<file path="src/verilog/psc_pkg.sv">
// Package for the pin state controller: conditions, pin functions, codes.
// Assumes a single clock domain; no software-visible registers.
package psc_pkg;

    // ----------------------------------------
    // Device condition, priority order
    // ----------------------------------------
    typedef enum logic [2:0] {
        PSC_COND_UNSTABLE,
        PSC_COND_EXT_RESET,
        PSC_COND_INT_RESET,
        PSC_COND_RUN,
        PSC_COND_STBY_KEEP,
        PSC_COND_STBY_FLOAT
    } psc_cond_t;

    // ----------------------------------------
    // Pin function selection
    // ----------------------------------------
    typedef enum logic [2:0] {
        PSC_FN_GPIO,
        PSC_FN_MAIN_OSC_IN,
        PSC_FN_MAIN_OSC_OUT,
        PSC_FN_SUB_OSC_IN,
        PSC_FN_SUB_OSC_OUT,
        PSC_FN_EXT_INT,
        PSC_FN_DEBUG,
        PSC_FN_ANALOG
    } psc_fn_t;

    localparam int unsigned PSC_FN_W      = 3;
    localparam logic        PSC_LEVEL_KEEP  = 1'b0;
    localparam logic        PSC_LEVEL_FLOAT = 1'b1;
    localparam logic        PSC_IN_FORCED   = 1'b0;
    localparam logic        PSC_OE_RESET    = 1'b0;
    localparam logic        PSC_OUT_RESET   = 1'b0;
    localparam logic        PSC_LEVEL_BIT_RESET = 1'b0;
    localparam int unsigned PSC_NUM_PINS    = 8;

endpackage

</file>
<file path="src/verilog/psc_cond_decode.sv">
// Condition decoder: turns power, reset and mode levels into one condition.
// Assumes all inputs are synchronous to the clock.
module psc_cond_decode (
    // Status levels
    input  wire logic              power_stable,
    input  wire logic              ext_reset_n,
    input  wire logic              int_reset,
    input  wire logic              standby,
    input  wire logic              standby_pin_level,
    // Decoded condition
    output psc_pkg::psc_cond_t     cond
);
    // ----------------------------------------
    // Priority select
    // ----------------------------------------
    always_comb begin
        if (!power_stable) begin
            cond = psc_pkg::PSC_COND_UNSTABLE;
        end else if (!ext_reset_n) begin
            cond = psc_pkg::PSC_COND_EXT_RESET;
        end else if (int_reset) begin
            cond = psc_pkg::PSC_COND_INT_RESET;
        end else if (!standby) begin
            cond = psc_pkg::PSC_COND_RUN;
        end else if (standby_pin_level == psc_pkg::PSC_LEVEL_FLOAT) begin
            cond = psc_pkg::PSC_COND_STBY_FLOAT;
        end else begin
            cond = psc_pkg::PSC_COND_STBY_KEEP;
        end
    end
endmodule

</file>
<file path="src/verilog/psc_pin_cell.sv">
// One pin cell: applies the condition table to a single pin.
// Assumes the function code and peripheral drive come from the pin mux.
module psc_pin_cell (
    // Clock and reset
    input  wire logic              clk,
    input  wire logic              rst_n,
    // Condition and selection
    input  psc_pkg::psc_cond_t     cond,
    input  wire logic [2:0]        fn,
    input  wire logic              periph_active,
    input  wire logic              osc_running,
    // Functional side
    input  wire logic              func_out,
    input  wire logic              func_oe,
    output logic                   func_in,
    // Pad side
    input  wire logic              pad_in,
    output logic                   pad_out,
    output logic                   pad_oe,
    output logic                   pad_pull_up,
    output logic                   analog_en
);
    typedef struct packed {
        logic out;
        logic oe;
    } psc_cell_t;

    psc_cell_t st_reg;
    psc_cell_t st_next;
    psc_pkg::psc_fn_t f;
    logic keep;
    logic rst_cond;
    logic forced;

    assign f        = psc_pkg::psc_fn_t'(fn);
    assign rst_cond = (cond == psc_pkg::PSC_COND_EXT_RESET) ||
                      (cond == psc_pkg::PSC_COND_INT_RESET);

    // ----------------------------------------
    // Pin table
    // ----------------------------------------
    always_comb begin
        keep        = 1'b0;
        forced      = 1'b0;
        pad_pull_up = 1'b0;
        analog_en   = 1'b0;
        unique case (f)
            psc_pkg::PSC_FN_MAIN_OSC_IN, psc_pkg::PSC_FN_SUB_OSC_IN: begin
                keep = 1'b0;
            end
            psc_pkg::PSC_FN_MAIN_OSC_OUT: begin
                forced = (cond != psc_pkg::PSC_COND_UNSTABLE) &&
                         (rst_cond || !osc_running);
                keep   = !forced && !rst_cond && (cond != psc_pkg::PSC_COND_UNSTABLE);
            end
            psc_pkg::PSC_FN_SUB_OSC_OUT: begin
                forced = rst_cond || ((cond == psc_pkg::PSC_COND_STBY_KEEP ||
                         cond == psc_pkg::PSC_COND_STBY_FLOAT) && !osc_running);
                keep   = !forced && (cond != psc_pkg::PSC_COND_UNSTABLE);
            end
            psc_pkg::PSC_FN_EXT_INT: begin
                keep = (cond >= psc_pkg::PSC_COND_RUN);
            end
            psc_pkg::PSC_FN_DEBUG: begin
                pad_pull_up = rst_cond;
                keep        = (cond >= psc_pkg::PSC_COND_RUN);
            end
            psc_pkg::PSC_FN_ANALOG: begin
                analog_en = (cond != psc_pkg::PSC_COND_UNSTABLE);
                forced    = analog_en;
            end
            default: begin
                forced = (cond == psc_pkg::PSC_COND_STBY_FLOAT) ||
                         (!periph_active && (cond < psc_pkg::PSC_COND_RUN));
                keep   = (cond == psc_pkg::PSC_COND_RUN) ||
                         (cond == psc_pkg::PSC_COND_STBY_KEEP);
            end
        endcase
    end

    // ----------------------------------------
    // Drive state
    // ----------------------------------------
    always_comb begin
        st_next = st_reg;
        if (keep) begin
            if (periph_active || cond == psc_pkg::PSC_COND_RUN) begin
                st_next.out = func_out;
                st_next.oe  = func_oe;
            end
        end else begin
            st_next.out = psc_pkg::PSC_OUT_RESET;
            st_next.oe  = psc_pkg::PSC_OE_RESET;
        end
    end

    always_ff @(posedge clk or negedge rst_n) begin
        if (!rst_n) begin
            st_reg <= '{out: psc_pkg::PSC_OUT_RESET, oe: psc_pkg::PSC_OE_RESET};
        end else begin
            st_reg <= st_next;
        end
    end

    assign pad_out = st_reg.out;
    assign pad_oe  = st_reg.oe;
    assign func_in = forced ? psc_pkg::PSC_IN_FORCED : pad_in;

    // ----------------------------------------
    // Checks
    // ----------------------------------------
    a_forced_low: assert property (@(posedge clk) disable iff (!rst_n)
        (analog_en || (f == psc_pkg::PSC_FN_GPIO && cond == psc_pkg::PSC_COND_STBY_FLOAT))
        |-> func_in == psc_pkg::PSC_IN_FORCED) else $error("Forced input not low");
    a_reset_float: assert property (@(posedge clk) disable iff (!rst_n)
        !keep |=> !pad_oe) else $error("Pad driven outside keep");
    a_analog_dig_off: assert property (@(posedge clk) disable iff (!rst_n)
        analog_en |=> !pad_oe) else $error("Analog pin driven");
endmodule

</file>
<file path="src/verilog/psc_top.sv">
// Pin state controller top: decodes device condition and drives each pin.
// Assumes power, reset and mode levels come from the clock/reset logic.
//
// Notes on behaviour
// - Pin state from six device conditions
// - Reset states float every pin; pull-up, analog and input follow pin function
// - Kept state: peripheral drives, port holds
// - GPIO keeps state, floats at level one
// - Main clock input pin always enabled
// - Main oscillator output floats in reset, stop
// - Sub clock input pin always enabled
// - Sub oscillator output floats in reset, and in standby when oscillation stops
// - Interrupt pins keep state in run and standby modes
// - Debug pins float, pull-up in reset
// - Analog pins: digital off, analog on once power is stable
// - Other resources float, input forced low
// - Level bit selects standby column
// - Float is driver off; forced is low
module psc_top #(
    parameter int unsigned NUM_PINS = psc_pkg::PSC_NUM_PINS
) (
    // Clock and reset
    input  wire logic                      MCLK,
    input  wire logic                      RESET_N,
    // Device status
    input  wire logic                      POWER_STABLE,
    input  wire logic                      EXTERNAL_RESET_PIN_N,
    input  wire logic                      INTERNAL_RESET,
    input  wire logic                      STANDBY_MODE,
    input  wire logic                      STANDBY_PIN_LEVEL,
    input  wire logic                      MAIN_OSC_RUNNING,
    input  wire logic                      SUB_OSC_RUNNING,
    // Pin configuration
    input  wire logic [3*NUM_PINS-1:0]     PIN_FUNCTION,
    input  wire logic [NUM_PINS-1:0]       PERIPH_ACTIVE,
    // Functional side
    input  wire logic [NUM_PINS-1:0]       FUNC_OUT,
    input  wire logic [NUM_PINS-1:0]       FUNC_OE,
    output logic      [NUM_PINS-1:0]       FUNC_IN,
    // Pads
    input  wire logic [NUM_PINS-1:0]       PAD_IN,
    output logic      [NUM_PINS-1:0]       PAD_OUT,
    output logic      [NUM_PINS-1:0]       PAD_OE,
    output logic      [NUM_PINS-1:0]       PAD_PULL_UP,
    output logic      [NUM_PINS-1:0]       ANALOG_EN,
    // Status
    output logic      [2:0]                PIN_CONDITION
);
    typedef struct packed {
        logic [2:0] cond;
    } psc_top_t;

    psc_top_t           st_reg;
    psc_top_t           st_next;
    psc_pkg::psc_cond_t cond_now;

    // ----------------------------------------
    // Condition
    // ----------------------------------------
    // six-way condition decode
    psc_cond_decode u_dec (
        .power_stable      (POWER_STABLE),
        .ext_reset_n       (EXTERNAL_RESET_PIN_N),
        .int_reset         (INTERNAL_RESET),
        .standby           (STANDBY_MODE),
        .standby_pin_level (STANDBY_PIN_LEVEL),
        .cond              (cond_now)
    );

    always_comb begin
        st_next      = st_reg;
        st_next.cond = cond_now;
    end

    always_ff @(posedge MCLK or negedge RESET_N) begin
        if (!RESET_N) begin
            st_reg <= '{cond: psc_pkg::PSC_COND_UNSTABLE};
        end else begin
            st_reg <= st_next;
        end
    end

    assign PIN_CONDITION = st_reg.cond;

    // ----------------------------------------
    // Pins
    // ----------------------------------------
    for (genvar i = 0; i < NUM_PINS; i++) begin : g_pin
        logic osc;
        assign osc = (PIN_FUNCTION[3*i +: 3] == 3'h2) ? MAIN_OSC_RUNNING : SUB_OSC_RUNNING;
        psc_pin_cell u_cell (
            .clk           (MCLK),
            .rst_n         (RESET_N),
            .cond          (cond_now),
            .fn            (PIN_FUNCTION[3*i +: 3]),
            .periph_active (PERIPH_ACTIVE[i]),
            .osc_running   (osc),
            .func_out      (FUNC_OUT[i]),
            .func_oe       (FUNC_OE[i]),
            .func_in       (FUNC_IN[i]),
            .pad_in        (PAD_IN[i]),
            .pad_out       (PAD_OUT[i]),
            .pad_oe        (PAD_OE[i]),
            .pad_pull_up   (PAD_PULL_UP[i]),
            .analog_en     (ANALOG_EN[i])
        );
    end

    // ----------------------------------------
    // Checks
    // ----------------------------------------
    a_unstable_first: assert property (@(posedge MCLK) disable iff (!RESET_N)
        !POWER_STABLE |=> st_reg.cond == 3'h0) else $error("Unstable not first");
    a_ext_reset: assert property (@(posedge MCLK) disable iff (!RESET_N)
        POWER_STABLE && !EXTERNAL_RESET_PIN_N |=> st_reg.cond == 3'h1)
        else $error("External reset not decoded");
    a_level_column: assert property (@(posedge MCLK) disable iff (!RESET_N)
        POWER_STABLE && EXTERNAL_RESET_PIN_N && !INTERNAL_RESET && STANDBY_MODE
        && STANDBY_PIN_LEVEL |=> st_reg.cond == 3'h5) else $error("Level bit ignored");
    a_unstable_float: assert property (@(posedge MCLK) disable iff (!RESET_N)
        !POWER_STABLE [*2] |-> PAD_OE == '0) else $error("Pad driven while unstable");
    a_run_passthru: assert property (@(posedge MCLK) disable iff (!RESET_N)
        POWER_STABLE && EXTERNAL_RESET_PIN_N && !INTERNAL_RESET && !STANDBY_MODE
        && PIN_FUNCTION[2:0] == 3'h0 |=> PAD_OE[0] == $past(FUNC_OE[0]))
        else $error("Run pin not following port");
    c_standby_float: cover property (@(posedge MCLK) st_reg.cond == 3'h5);
    c_standby_keep: cover property (@(posedge MCLK) st_reg.cond == 3'h4);
    c_int_reset: cover property (@(posedge MCLK) st_reg.cond == 3'h2);
endmodule

</file>
<file path="config.mk">
export PLATFORM = sky130hd
export DESIGN_NAME = psc_top
export DESIGN_NICKNAME = d
export VERILOG_FILES = /design/src/verilog/psc_pkg.sv /design/src/verilog/psc_cond_decode.sv /design/src/verilog/psc_pin_cell.sv /design/src/verilog/psc_top.sv
export SDC_FILE = /design/constraint.sdc
export NUM_CORES = 1
export LEC_CHECK = 0
export BUFFER_PORTS_ARGS = -buffer_cell sky130_fd_sc_hd__buf_2
export CAP_MARGIN = 0
export CELL_PAD_IN_SITES_DETAIL_PLACEMENT = 1
export CELL_PAD_IN_SITES_GLOBAL_PLACEMENT = 2
export CORE_MARGIN = 4
export CORE_UTILIZATION = 25
export DETAILED_ROUTE_END_ITERATION = 12
export GPL_TIMING_DRIVEN = 0
export PLACE_DENSITY = 0.88
export SETUP_SLACK_MARGIN = 0.5
export SYNTH_ARGS = -nofsm -noshare
export SYNTH_HDL_FRONTEND = slang
export SYNTH_HIERARCHICAL = 1
export SYNTH_SLANG_ARGS = --single-unit
export TNS_END_PERCENT = 20
</file>
<file path="constraint.sdc">
create_clock -name MCLK -period 3.5 [get_ports MCLK]
set_input_delay 0.7 -clock MCLK [delete_from_list [all_inputs] [get_ports MCLK]]
set_output_delay 0.7 -clock MCLK [all_outputs]
set_load 0.01 [all_outputs]
</file>
==> summary.txt <==
Die W: 111.7 um
Layout fillers: 1303
H-tree depth: 1
first-pass GRT wire length: 15.32 mm
flop2flop setup slack: 2.65 ns
worst relative slew slack: 66.39%
initial antenna violation count: 0
CTS Sinks: 19
worst stage delay on the critical path: 0.41 ns
final slew viol count: 0
die area: 12480 um2
drt initial violations: 132
worst-margin pin slew: 0.5042 ns
DRC viols: 0
Setup CP Type: input port to primary output
crit path launch: STANDBY_PIN_LEVEL
GPL Wtd Cong: 0.8022
CTS tree: built
Peak Freq: 343.8 MHz
FP Rows: 37
post-route ant nets: 0
worst r2r src: g_pin[7].u_cell/pad_out
register area share after synthesis: 17.67%
Layout Cells excl Fill: 575
Yosys reg bits: 19
antenna cells: 0
I/O Buffers: 107
IR drop worst, VDD: 145.0 uV
top-count cell post-synth: nand3b_1
largest net degree at the start of global routing: 27
Post-synth EDFFs: 0
final hold violations: 0
area leader, netlist: dfrtp_1
layout cells sized above 1: 42.60%
Die Height: 111.7 um
most instantiated cells after synthesis: 33 x nand3b_1, 24 x o21ai_0, 19 x dfrtp_1, 17 x inv_1
clk_skew: 0 ns
overall power: 0.7115 mW
Synth Flop Type: dfrtp_1
CP max-delay cell: a2111o_1
Arr. time, crit path: 2.21 ns
Gate Count Post-Synth: 322
RSZ-0062 raised after global routing: false
Area contributors post-synth: dfrtp_1 18%, nand3b_1 9.2%, a221oi_1 5.2%
min cycle time layout: 2.909 ns
setup TNS: 0 ns
CORE AREA: 10420 um2
Area Growth Syn to Fin: 32.98%
Total Wirelength: 9.167 mm
Pre-antenna DRT Iters: 4
# Max-Cap Violations: 0
PwrDens: 198.9 nW/um2
num ports: 108
syn avg cell area: 8.354 um2
starting density of the core: 25.83%
synth warn: 6
Clock Path Buffers: 2
vias in the first global route: 3267
distinct cell type count after synthesis: 28
fraction of registers with async set/reset: 100.0%
GRT Total Usage: 14.13%
DP HPWL: 7.149 mm
average routed wire per standard cell: 15.94 um
Critical Path Sink Type: primary output
Root Driver: clkbuf_8
via/cell ratio: 5.259
cell mode on critical path: buf_2
placed cell count: 567
Worst Setup Start Kind: input port
WP data required: 2.80 ns
Nets: 505
Final Core Density: 34.34%
Tcrit/Tclk final: 83.10%
TritonCTS Buffers: 3
Post-CTS Hold Buffers: 0
R2R depth: 2
Overflow after GRT: 0
reg-to-reg endpoint: g_pin[7].u_cell/pad_out
Final setup violation count: 0
CP cell instances: buf_2 -> nand3b_1 -> and3_4 -> buf_2 -> a2111o_1 -> a211oi_1 -> a211oi_2 -> buf_2
Synth top area share: 17.67%
Leak: 1.544 nW
area of the mapped netlist: 2690 um2
status: complete, no violations
crit path to: FUNC_IN[1]
clock slew at reported path FFs: 0.08 ns
Worst-Skew Late Latency: 0.25 ns
HP Class: input port to asynchronous set/reset pin
Final Instance Area: 3577 um2
Mapped Nets: 387
Worst Path Max Fanout: 9
Area after DPL: 3467 um2
vias: 3024
## metrics by stage
stage / hold slack, ns / setup slack, ns
after floorplan: 0.4044 / 0.4440
after global placement: 0.5612 / -0.5592
after detailed placement: 0.5622 / 0.1297
after CTS: 0.4102 / 0.4756
after global routing: 0.4254 / 0.5241
final: 0.3962 / 0.5914
## state kept, by name, summed over array words and instances (netlist names)
signal	flops
g_pin.u_cell/pad_oe	8
g_pin.u_cell/pad_out	8
PIN_CONDITION	3
## worst max-delay path: cells and delay by family
| kind | cells | cell delay (ns) |
|---|---|---|
| buf+inv | 3 | 0.42 |
| simple gates | 2 | 0.36 |
| compound gates | 3 | 0.72 |
## how the worst min path moves through the flow
stage          slack [ns]                    start                 endpoint
6_report             0.40                  RESET_N   g_pin[1].u_cell/pad_oe
5_1_grt              0.43                  RESET_N   g_pin[1].u_cell/pad_oe
4_1_cts              0.41                  RESET_N   g_pin[1].u_cell/pad_oe
3_5_place_dp         0.56  g_pin[1].u_cell/pad_out  g_pin[1].u_cell/pad_out
3_3_place_gp         0.56   g_pin[3].u_cell/pad_oe   g_pin[3].u_cell/pad_oe
2_1_floorplan        0.40                  RESET_N         PIN_CONDITION[0]
## power by group
group | internal (mW) | total [mW] | switching, mW
Combinational | 0.142 | 0.327 | 0.185
Sequential | 0.224 | 0.227 | 0.00270
Clock | 0.0792 | 0.158 | 0.0789
## kinds of logic (layout without fill, tap and decap cells)
kind of cell	count (synthesis)	count (layout)	synth area share [%]
AO/OA/AOI/OAI	105	105	30.70
XOR/XNOR	16	16	5.209
buffers and inverters	41	158	8.698
flip-flops	19	19	17.67
multiplexers	8	8	3.349
AND/OR/NAND/NOR	133	133	34.37
## cell usage in the layout, fill, tap and decap left out
master	synthesis	layout
nor3b_2	9	8
a2111o_1	8	8
nand3b_1	33	33
and3b_1	8	8
clkinv_2	0	1
dfrtp_1	19	19
o21ai_0	24	24
a21oi_2	8	8
or4b_4	8	8
o311ai_1	8	8
nor2_1	16	16
buf_2	16	123
a21oi_4	0	1
clkbuf_8	0	3
a211oi_2	0	10
buf_6	8	8
nand2_2	0	1
inv_1	17	17
mux2_1	8	8
nor2b_1	8	8
a221oi_1	16	16
a31oi_1	8	8
xnor2_1	16	16
buf_8	0	2
nand3_1	8	8
nor3_1	8	8
nand2_1	10	9
a21o_1	8	8
and3_4	0	1
nand2b_1	16	16
o31ai_2	8	8
nor4_1	8	8
buf_4	0	4
nor3b_4	0	1
a211oi_1	16	6
## cell type report
cell class                      count  area [um2]  share of cell area, %
Tap cell                          136       170.2                  4.757
Timing Repair Buffer              113       595.6                  16.65
Inverter                           17       63.81                  1.784
Sequential cell                    19       475.5                  13.29
Clock buffer                        3       41.29                  1.154
Multi-Input combinational cell    262        2056                  57.47
Clock inverter                      1       5.005                 0.1399
Buffer                             24       170.2                  4.757
## routing by layer
| metal | track usage, % | routed length, um |
|---|---|---|
| met5 | 0 | 0 |
| met2 | 24.42 | 4404 |
| met1 | 18.75 | 4180 |
| met3 | 2.772 | 524 |
| met4 | 1.703 | 57 |
## timing repair
item                       CTS  global route
buffers inserted             0             4
resized for setup            3             5
pin swaps                    0             1
gates cloned                 0             0
setup endpoints to repair   24             8
Note: power is estimated with default switching activity, not from simulation.
